--- config.mk ---
export PLATFORM = sky130hd
export DESIGN_NAME = gcf_ctrl
export DESIGN_NICKNAME = d
export VERILOG_FILES = /design/src/rtl/gcf_pkg.sv /design/src/rtl/gcf_phase.sv /design/src/rtl/gcf_ctrl.sv
export SDC_FILE = /design/constraint.sdc
export NUM_CORES = 1
export LEC_CHECK = 0
export BUFFER_PORTS_ARGS = -buffer_cell sky130_fd_sc_hd__buf_4
export CAP_MARGIN = 20
export CORE_UTILIZATION = 53
export DETAILED_ROUTE_END_ITERATION = 8
export GPL_TIMING_DRIVEN = 0
export PLACE_DENSITY = 0.74
export SETUP_SLACK_MARGIN = 0.15
export SLEW_MARGIN = 20
export SYNTH_ARGS = -nofsm -noshare
export SYNTH_HDL_FRONTEND = slang
export SYNTH_SLANG_ARGS = --single-unit
--- constraint.sdc ---
create_clock -name clk -period 1.85 [get_ports clk]
set_clock_uncertainty 0.1 [all_clocks]
set_input_delay 0.0925 -clock clk [delete_from_list [all_inputs] [get_ports clk]]
set_output_delay 0.0925 -clock clk [all_outputs]
set_load 0.01 [all_outputs]
--- src/rtl/gcf_pkg.sv ---
package gcf_pkg;

  // ---------------------------------------------------------------
  // timing base
  // ---------------------------------------------------------------
  localparam int unsigned CLK_PERIOD_NS = 40;

  // least time in ns rounded up to whole clock cycles, never below one
  function automatic int unsigned cyc_ceil(input int unsigned t_ns);
    int unsigned c;
    c = (t_ns + CLK_PERIOD_NS - 1) / CLK_PERIOD_NS;
    return (c < 1) ? 1 : c;
  endfunction

  // ---------------------------------------------------------------
  // command timing limits of the driven device
  // ---------------------------------------------------------------
  localparam int unsigned DEAD_TIME_NS      = 1500;
  localparam int unsigned MIN_PULSE_NS      = 500;
  localparam int unsigned CARRIER_PERIOD_NS = 50000;
  localparam int unsigned SHUT_PULSE_NS     = 6000;
  localparam int unsigned RESPONSE_NS       = 20000;

  localparam int unsigned DEAD_CYC    = cyc_ceil(DEAD_TIME_NS);
  localparam int unsigned MIN_CYC     = cyc_ceil(MIN_PULSE_NS);
  localparam int unsigned CARRIER_CYC = cyc_ceil(CARRIER_PERIOD_NS);
  localparam int unsigned SHUT_CYC    = cyc_ceil(SHUT_PULSE_NS);

  // ---------------------------------------------------------------
  // widths and sized limits
  // ---------------------------------------------------------------
  localparam int unsigned PHASES = 3;
  localparam int unsigned CNT_W  = 11;
  localparam int unsigned TMR_W  = 8;

  localparam logic [CNT_W-1:0] CARRIER_LAST = CNT_W'(CARRIER_CYC - 1);
  localparam logic [CNT_W-1:0] CNT_ZERO     = 11'h000;
  localparam logic [TMR_W-1:0] TMR_ZERO     = 8'h00;
  localparam logic [TMR_W-1:0] TMR_ONE      = 8'h01;
  localparam logic [TMR_W-1:0] DEAD_LAST    = TMR_W'(DEAD_CYC - 1);
  localparam logic [TMR_W-1:0] MIN_LAST     = TMR_W'(MIN_CYC - 1);
  localparam logic [TMR_W-1:0] SHUT_LOAD    = TMR_W'(SHUT_CYC);

  // ---------------------------------------------------------------
  // per-phase command sequencer states
  // ---------------------------------------------------------------
  typedef enum logic [1:0] {
    GCF_PH_DEAD = 2'b00,
    GCF_PH_HIGH = 2'b01,
    GCF_PH_LOW  = 2'b10
  } gcf_phase_t;

endpackage

--- src/rtl/gcf_phase.sv ---
`timescale 1ns/1ps
module gcf_phase (
  // clock and reset
  input  wire logic clk,
  input  wire logic rst_n,
  // control
  input  wire logic run,
  input  wire logic demand,
  // command pins of one phase
  output logic      hs_cmd,
  output logic      ls_cmd
);

  typedef struct packed {
    gcf_pkg::gcf_phase_t           st;
    logic [gcf_pkg::TMR_W-1:0]     tmr;
    logic                          hs;
    logic                          ls;
  } gcf_ph_state_t;

  gcf_ph_state_t s_r;
  gcf_ph_state_t s_nxt;

  // ---------------------------------------------------------------
  // sequencer
  // ---------------------------------------------------------------
  // a pulse is never cut short, even by a halt: the hold is far
  // shorter than the time the device allows to reach all-off
  always_comb begin
    s_nxt = s_r;
    if (s_r.tmr != {gcf_pkg::TMR_W{1'b1}}) begin
      s_nxt.tmr = s_r.tmr + gcf_pkg::TMR_ONE;
    end
    unique case (s_r.st)
      gcf_pkg::GCF_PH_DEAD: begin
        if (run && s_r.tmr >= gcf_pkg::DEAD_LAST) begin
          s_nxt.st  = demand ? gcf_pkg::GCF_PH_HIGH : gcf_pkg::GCF_PH_LOW;
          s_nxt.tmr = gcf_pkg::TMR_ZERO;
        end
      end
      gcf_pkg::GCF_PH_HIGH: begin
        if (s_r.tmr >= gcf_pkg::MIN_LAST && (!run || !demand)) begin
          s_nxt.st  = gcf_pkg::GCF_PH_DEAD;
          s_nxt.tmr = gcf_pkg::TMR_ZERO;
        end
      end
      gcf_pkg::GCF_PH_LOW: begin
        if (s_r.tmr >= gcf_pkg::MIN_LAST && (!run || demand)) begin
          s_nxt.st  = gcf_pkg::GCF_PH_DEAD;
          s_nxt.tmr = gcf_pkg::TMR_ZERO;
        end
      end
      default: begin
        s_nxt.st  = gcf_pkg::GCF_PH_DEAD;
        s_nxt.tmr = gcf_pkg::TMR_ZERO;
      end
    endcase
    // never both sides at once, both low in dead time
    s_nxt.hs = (s_nxt.st == gcf_pkg::GCF_PH_HIGH);
    s_nxt.ls = (s_nxt.st == gcf_pkg::GCF_PH_LOW);
  end

  always_ff @(posedge clk or negedge rst_n) begin
    if (!rst_n) begin
      s_r <= '{st: gcf_pkg::GCF_PH_DEAD, tmr: gcf_pkg::TMR_ZERO, hs: 1'b0, ls: 1'b0};
    end else begin
      s_r <= s_nxt;
    end
  end

  // both pins always driven to a level, never released
  assign hs_cmd = s_r.hs;
  assign ls_cmd = s_r.ls;

endmodule

--- src/rtl/gcf_ctrl.sv ---
// Operation
// - at least 1.5 us dead time and 0.5 us per high or low pulse.
// - carrier period kept at 50 us, so the carrier never exceeds 20 kHz.
// - command pins are always actively driven, never left floating.
// - flag may be mirrored onto high-side shutdown to stop high sides.
// - fault may be mirrored onto high-side shutdown to stop high sides.
// - a requested low-side shutdown pulls the fault line low for 6 us.
// - on a low fault line all commands go low well within 20 us.
`timescale 1ns/1ps
module gcf_ctrl (
  // clock and reset
  input  wire logic                                    clk,
  input  wire logic                                    arst_n,
  // user control
  input  wire logic                                    enable,
  input  wire logic [gcf_pkg::PHASES*gcf_pkg::CNT_W-1:0] duty,
  input  wire logic                                    ls_shutdown_req,
  input  wire logic                                    hs_shutdown_req,
  input  wire logic                                    follow_flag,
  input  wire logic                                    follow_fault,
  input  wire logic                                    fault_clear,
  // user status
  output logic                                         fault_seen,
  output logic                                         running,
  // device command pins
  output logic [gcf_pkg::PHASES-1:0]                   high_side_command,
  output logic [gcf_pkg::PHASES-1:0]                   low_side_command,
  output logic                                         high_side_shutdown_input,
  // device status pins
  input  wire logic                                    overcurrent_limit_flag,
  input  wire logic                                    fault_line_in,
  output logic                                         fault_line_out,
  output logic                                         fault_line_oe_n
);

  // ---------------------------------------------------------------
  // reset release
  // ---------------------------------------------------------------
  logic [1:0] rst_sync_r;
  logic       rst_n;

  always_ff @(posedge clk or negedge arst_n) begin
    if (!arst_n) begin
      rst_sync_r <= 2'h0;
    end else begin
      rst_sync_r <= {rst_sync_r[0], 1'b1};
    end
  end

  // release is synchronous so no register leaves reset a cycle ahead
  // of its neighbours; assertion stays asynchronous
  assign rst_n = rst_sync_r[1];

  // ---------------------------------------------------------------
  // state
  // ---------------------------------------------------------------
  // every register of this module except rst_sync_r and fault_line_out, written once per clock from s_nxt
  typedef struct packed {
    logic [gcf_pkg::CNT_W-1:0]   carrier;
    logic [gcf_pkg::PHASES-1:0]  demand;
    logic                        fault;
    logic [gcf_pkg::TMR_W-1:0]   shut_cnt;
    logic                        oe_n;
    logic                        sd;
    logic                        run;
  } gcf_ctrl_state_t;

  gcf_ctrl_state_t s_r;
  gcf_ctrl_state_t s_nxt;

  // duty word of one phase; a word at or above the period means full on
  function automatic logic phase_on(input logic [gcf_pkg::CNT_W-1:0] cnt,
                                    input logic [gcf_pkg::CNT_W-1:0] cmp);
    return cnt < cmp;
  endfunction

  // duty word of phase p out of the packed duty bus
  function automatic logic [gcf_pkg::CNT_W-1:0] duty_of(
      input logic [gcf_pkg::PHASES*gcf_pkg::CNT_W-1:0] bus,
      input int                                        p);
    return bus[p*gcf_pkg::CNT_W +: gcf_pkg::CNT_W];
  endfunction

  // a low line counts as a device fault only while this end has let go;
  // during our own pulse the readback says nothing about the device
  function automatic logic line_fault(input logic line,
                                      input logic own_oe_n);
    return !line && own_oe_n;
  endfunction

  // ---------------------------------------------------------------
  // next state
  // ---------------------------------------------------------------
  always_comb begin
    s_nxt = s_r;

    // ---------------------------------------------------------------
    // carrier
    // ---------------------------------------------------------------
    // sawtooth carrier, one period per 50 us
    if (s_r.carrier >= gcf_pkg::CARRIER_LAST) begin
      s_nxt.carrier = gcf_pkg::CNT_ZERO;
    end else begin
      s_nxt.carrier = s_r.carrier + 11'h001;
    end

    // ---------------------------------------------------------------
    // duty compare
    // ---------------------------------------------------------------
    // registered, so each sequencer sees one clean level per cycle
    for (int i = 0; i < gcf_pkg::PHASES; i++) begin
      s_nxt.demand[i] = phase_on(s_r.carrier, duty_of(duty, i));
    end

    // ---------------------------------------------------------------
    // low-side shutdown pulse
    // ---------------------------------------------------------------
    // pull low, then release for the pull-up
    if (s_r.shut_cnt != gcf_pkg::TMR_ZERO) begin
      s_nxt.shut_cnt = s_r.shut_cnt - gcf_pkg::TMR_ONE;
    end else if (ls_shutdown_req) begin
      s_nxt.shut_cnt = gcf_pkg::SHUT_LOAD;
    end
    s_nxt.oe_n = (s_nxt.shut_cnt == gcf_pkg::TMR_ZERO);

    // ---------------------------------------------------------------
    // fault latch
    // ---------------------------------------------------------------
    // a low line that this end is not pulling is the device's fault;
    // set wins over a clear in the same cycle
    if (line_fault(fault_line_in, s_r.oe_n)) begin
      s_nxt.fault = 1'b1;
    end else if (fault_clear && fault_line_in) begin
      s_nxt.fault = 1'b0;
    end

    // ---------------------------------------------------------------
    // run level
    // ---------------------------------------------------------------
    // halted while faulted or while our own shutdown pulse is out;
    // the device would restart alone, so software decides instead
    s_nxt.run = enable && !s_nxt.fault && s_nxt.oe_n;

    // ---------------------------------------------------------------
    // high-side shutdown pin
    // ---------------------------------------------------------------
    // high-side shutdown is a level held for as long as its cause,
    // so a short glitch of the cause is all the filter can drop
    s_nxt.sd = hs_shutdown_req
            || (follow_flag && overcurrent_limit_flag)
            || (follow_fault && s_nxt.fault);
  end

  always_ff @(posedge clk or negedge rst_n) begin
    if (!rst_n) begin
      s_r <= '{
        carrier:  gcf_pkg::CNT_ZERO,
        demand:   3'h0,
        fault:    1'b0,
        shut_cnt: gcf_pkg::TMR_ZERO,
        oe_n:     1'b1,
        sd:       1'b0,
        run:      1'b0
      };
    end else begin
      s_r <= s_nxt;
    end
  end

  // ---------------------------------------------------------------
  // per-phase sequencers
  // ---------------------------------------------------------------
  // each phase owns its dead time, so no phase can ever present both
  // commands high to a device that would pass them straight through
  for (genvar g = 0; g < gcf_pkg::PHASES; g++) begin : g_phase
    gcf_phase u_phase (
      .clk    (clk),
      .rst_n  (rst_n),
      .run    (s_r.run),
      .demand (s_r.demand[g]),
      .hs_cmd (high_side_command[g]),
      .ls_cmd (low_side_command[g])
    );
  end

  // ---------------------------------------------------------------
  // outputs
  // ---------------------------------------------------------------
  assign fault_seen               = s_r.fault;
  assign running                  = s_r.run;
  assign high_side_shutdown_input = s_r.sd;
  assign fault_line_oe_n          = s_r.oe_n;

  // ---------------------------------------------------------------
  // open-drain fault line
  // ---------------------------------------------------------------
  // the driven level is always low; a high level on the line comes
  // only from the pull-up, so this end never fights the device
  always_ff @(posedge clk or negedge rst_n) begin
    if (!rst_n) begin
      fault_line_out <= 1'b0;
    end else begin
      fault_line_out <= 1'b0;
    end
  end

endmodule

==> run metrics <==
core area=7690 um^2; critical path class=reg2reg; die area=8270 um^2; Synth warnings=0; Starting DRT DRC Count=195; wire length on met2=5.82 mm; number of detailed-route iterations in the first pass=4; most frequent cells in the layout=buf_4, dfrtp_1, nor2_1, ha_1, inv_1; RePlAce Congestion=0.858; Post-route DRC=0; Clk Latency, worst-skew pair=340 ps; setup ws final=-96.9 ps; detailed placer's ending HPWL=6.02 mm; gr usage total=23.3%; logic gate share of total power=46.6%; IO Pins=54; H-tree levels=3; ys async rst share=100%; endpoints failing setup=4; M1 WL=4.65 mm; RSZ-0062 raised after global routing=yes; Slew HR=46.1%; synth top area cells=dfrtp_1, ha_1, nor2_1; Die W=90.9 um; Cells on Worst Hold Path=4; Fin Setup TNS=-204 ps; mux share of post-synthesis cell area=less than 1%; Syn Std Cell Area=4190 um^2; worst-margin pin slew=809 ps; WP data required=roughly 2000 ps; syn_area_per_cell=between 9 and 10 um^2; leak pwr=~2.8 nW; most common cell after layout, fill and taps aside=buf_4; Layout fillers=503; Post-layout nets=between 600 and 700; reg2reg setup slack=-100 ps; startpoint class of the critical path=flip-flop; mean routed wirelength per cell=15.7 um; worst slack, placed=-243 ps; largest net degree at the start of global routing=63; post-synthesis simple-gate area fraction=19.2%; WL met3=379 um; post-synth top area share=a little under two fifths; min Tclk post-route=1950 ps; Post-Syn Instances=464; Multi-input gate area=2780 um^2; Post-synth EDFFs=0; slowest stage delay, CP=about 450 ps; final hold violation count=0; total internal power=roughly 3.8 mW; layout cells sized above 1=41.2%; GR Overflow Total=0; Core Rows=32; first-pass GRT wire length=15.4 mm; worst vdd ir=~960 uV; net count after synthesis=553; CTS root buf=clkbuf_8; initial antenna violation count=0; status=complete, but fails checks; total number of vias=3906; input/output buffers=between 50 and 60; Flop pwr share=34.9%; Synth Area in XOR/XNOR=3.34%; switching share of power=38.7%; pwr/cell area=1030 nW/um^2; Max-cap violations=0; Yosys top cell by area=dfrtp_1; PnR Total Power=6.16 mW; Final Max Slew Viols=0; vias in the first global route=around 3500; placed insts=slightly above 600; crit-path max FO=8; NetSw=2.39 mW; slowest CP cell=dfrtp_1; register area share after synthesis=38.3%; Distinct cells, synth=between 50 and 60; clock transition at the registers of the reported paths=about 70 ps; Initial Utilization=54.5%; Die Ht=about 91 um; diode count=0; DR vias/cell=5.57; CP Capture Type=flip-flop; clk sinks=64; Hold WC Path Type=in2reg; FF+latch count, synth=64; failing checks=negative setup slack; P&R area growth vs syn=42.2%; fmax=514 MHz; Top FF cell, synth=dfrtp_1; Clock Power Share=18.5%; Synth Area in Adders=a little over an eighth; TritonCTS clock tree=built; register area=1620 um^2; Routed Antenna Nets=0; number of CTS-inserted buffers=9; clock buffer depth=2; Critical Path, Cell by Cell=or2_4, a2111oi_4, nor2_2, o31a_4, nor3_4; main combinational cell family by area after synthesis=simple AND/OR/NAND/NOR gates; R2R depth=5; final worst path period share=105%; Synth Area in Compound Gates=17.9%; worst endpoint data arrival time=2100 ps; top sig layer=met4; final WL=11.0 mm; Final Util=77.5%; Layout Cells excl Fill=701
-- cells in the mapped netlist, types with 5 or more instances --
cell / n
o21a_1: 6
nor3_1: 7
nor2_1: 59
o21ai_0: 26
xor2_1: 6
nand2b_1: 7
inv_1: 45
nand3_1: 20
buf_4: 7
dfrtp_1: 63
a211oi_1: 7
nand4_1: 9
o22ai_1: 5
a31oi_1: 6
xnor2_1: 10
clkbuf_1: 10
a21oi_1: 25
ha_1: 46
nand2_1: 21
-- per-layer routing --
layer / vias to the layer above / track usage, %
li1: 1887 / -
met1: 1912 / 28.5
met2: 94 / 40.7
met3: 13 / 4.38
met4: 0 / 8.73
met5: - / 0
-- area by class of cell --
type                            count  area share, %
Multi-Input combinational cell    334           46.6
Sequential cell                    64           27.1
Timing Repair Buffer              119           16.0
Inverter                           45           2.88
Clock buffer                       12           2.27
Buffer                             21           2.16
Tap cell                          102           2.14
Clock inverter                      4          0.756
-- worst max-delay path, delay by kind of cell, from the launching register on --
family | cells | cell delay [ps]
flops | 1 | 450
compound gates | 2 | 750
simple gates | 3 | 560
-- path summary, 6_finish.rpt --
check | from | end
max in group asynchronous | rst_sync_r[1] | g_phase[0].u_phase.s_r[2]
min in group asynchronous | rst_sync_r[1] | g_phase[2].u_phase.s_r[2]
max | g_phase[1].u_phase.s_r[8] | g_phase[1].u_phase.s_r[8]
min reg2reg | rst_sync_r[0] | rst_sync_r[1]
max reg2reg | g_phase[1].u_phase.s_r[8] | g_phase[1].u_phase.s_r[8]
min | ls_shutdown_req | running
-- registers in the layout, indices dropped and copies added (netlist names) --
register / cells
g_phase.u_phase.hs_cmd: 3
high_side_shutdown_input: 1
g_phase.u_phase.ls_cmd: 3
rst_sync_r: 2
fault_line_oe_n: 1
running: 1
g_phase.u_phase.s_r: 30
s_r: 22
fault_seen: 1
-- kinds of logic after synthesis --
group                      count (synthesis)
and+or+nand+nor                          156
AOI/OAI and AO/OA                        111
buffers and inverters                     66
DFF                                       64
adders and majority gates                 46
xor gates and xnor gates                  16
muxes                                      3
other                                      2
-- power by group through the flow --
stage          Combinational [mW]  Sequential (mW)  Clock, mW
6_report                     2.87             2.15       1.14
2_1_floorplan                1.34             2.04          0
3_3_place_gp                 1.61             2.11          0
4_1_cts                      2.02             2.08       1.16
5_1_grt                      3.09             2.20       1.21
3_5_place_dp                 1.68             2.12          0
-- per-stage QoR --
| stage | hold WS [ps] | area (um^2) |
|---|---|---|
| floorplan | -303 | 4200 |
| global placement | -225 | 4720 |
| detailed placement | -224 | 4720 |
| CTS | 76.0 | 5330 |
| global route | 123 | 5960 |
| finish | 121 | 5960 |
-- timing repair --
action                                  4_1_cts  5_1_grt
endpoints found under the setup margin       53       57
gates cloned                                  1        0
pin swaps                                    15       42
hold buffers                                 10        0
hold endpoints to repair                      8        0
resized for setup                            51      110
setup buffers                                25       31
(Power assumes the default switching activity.)
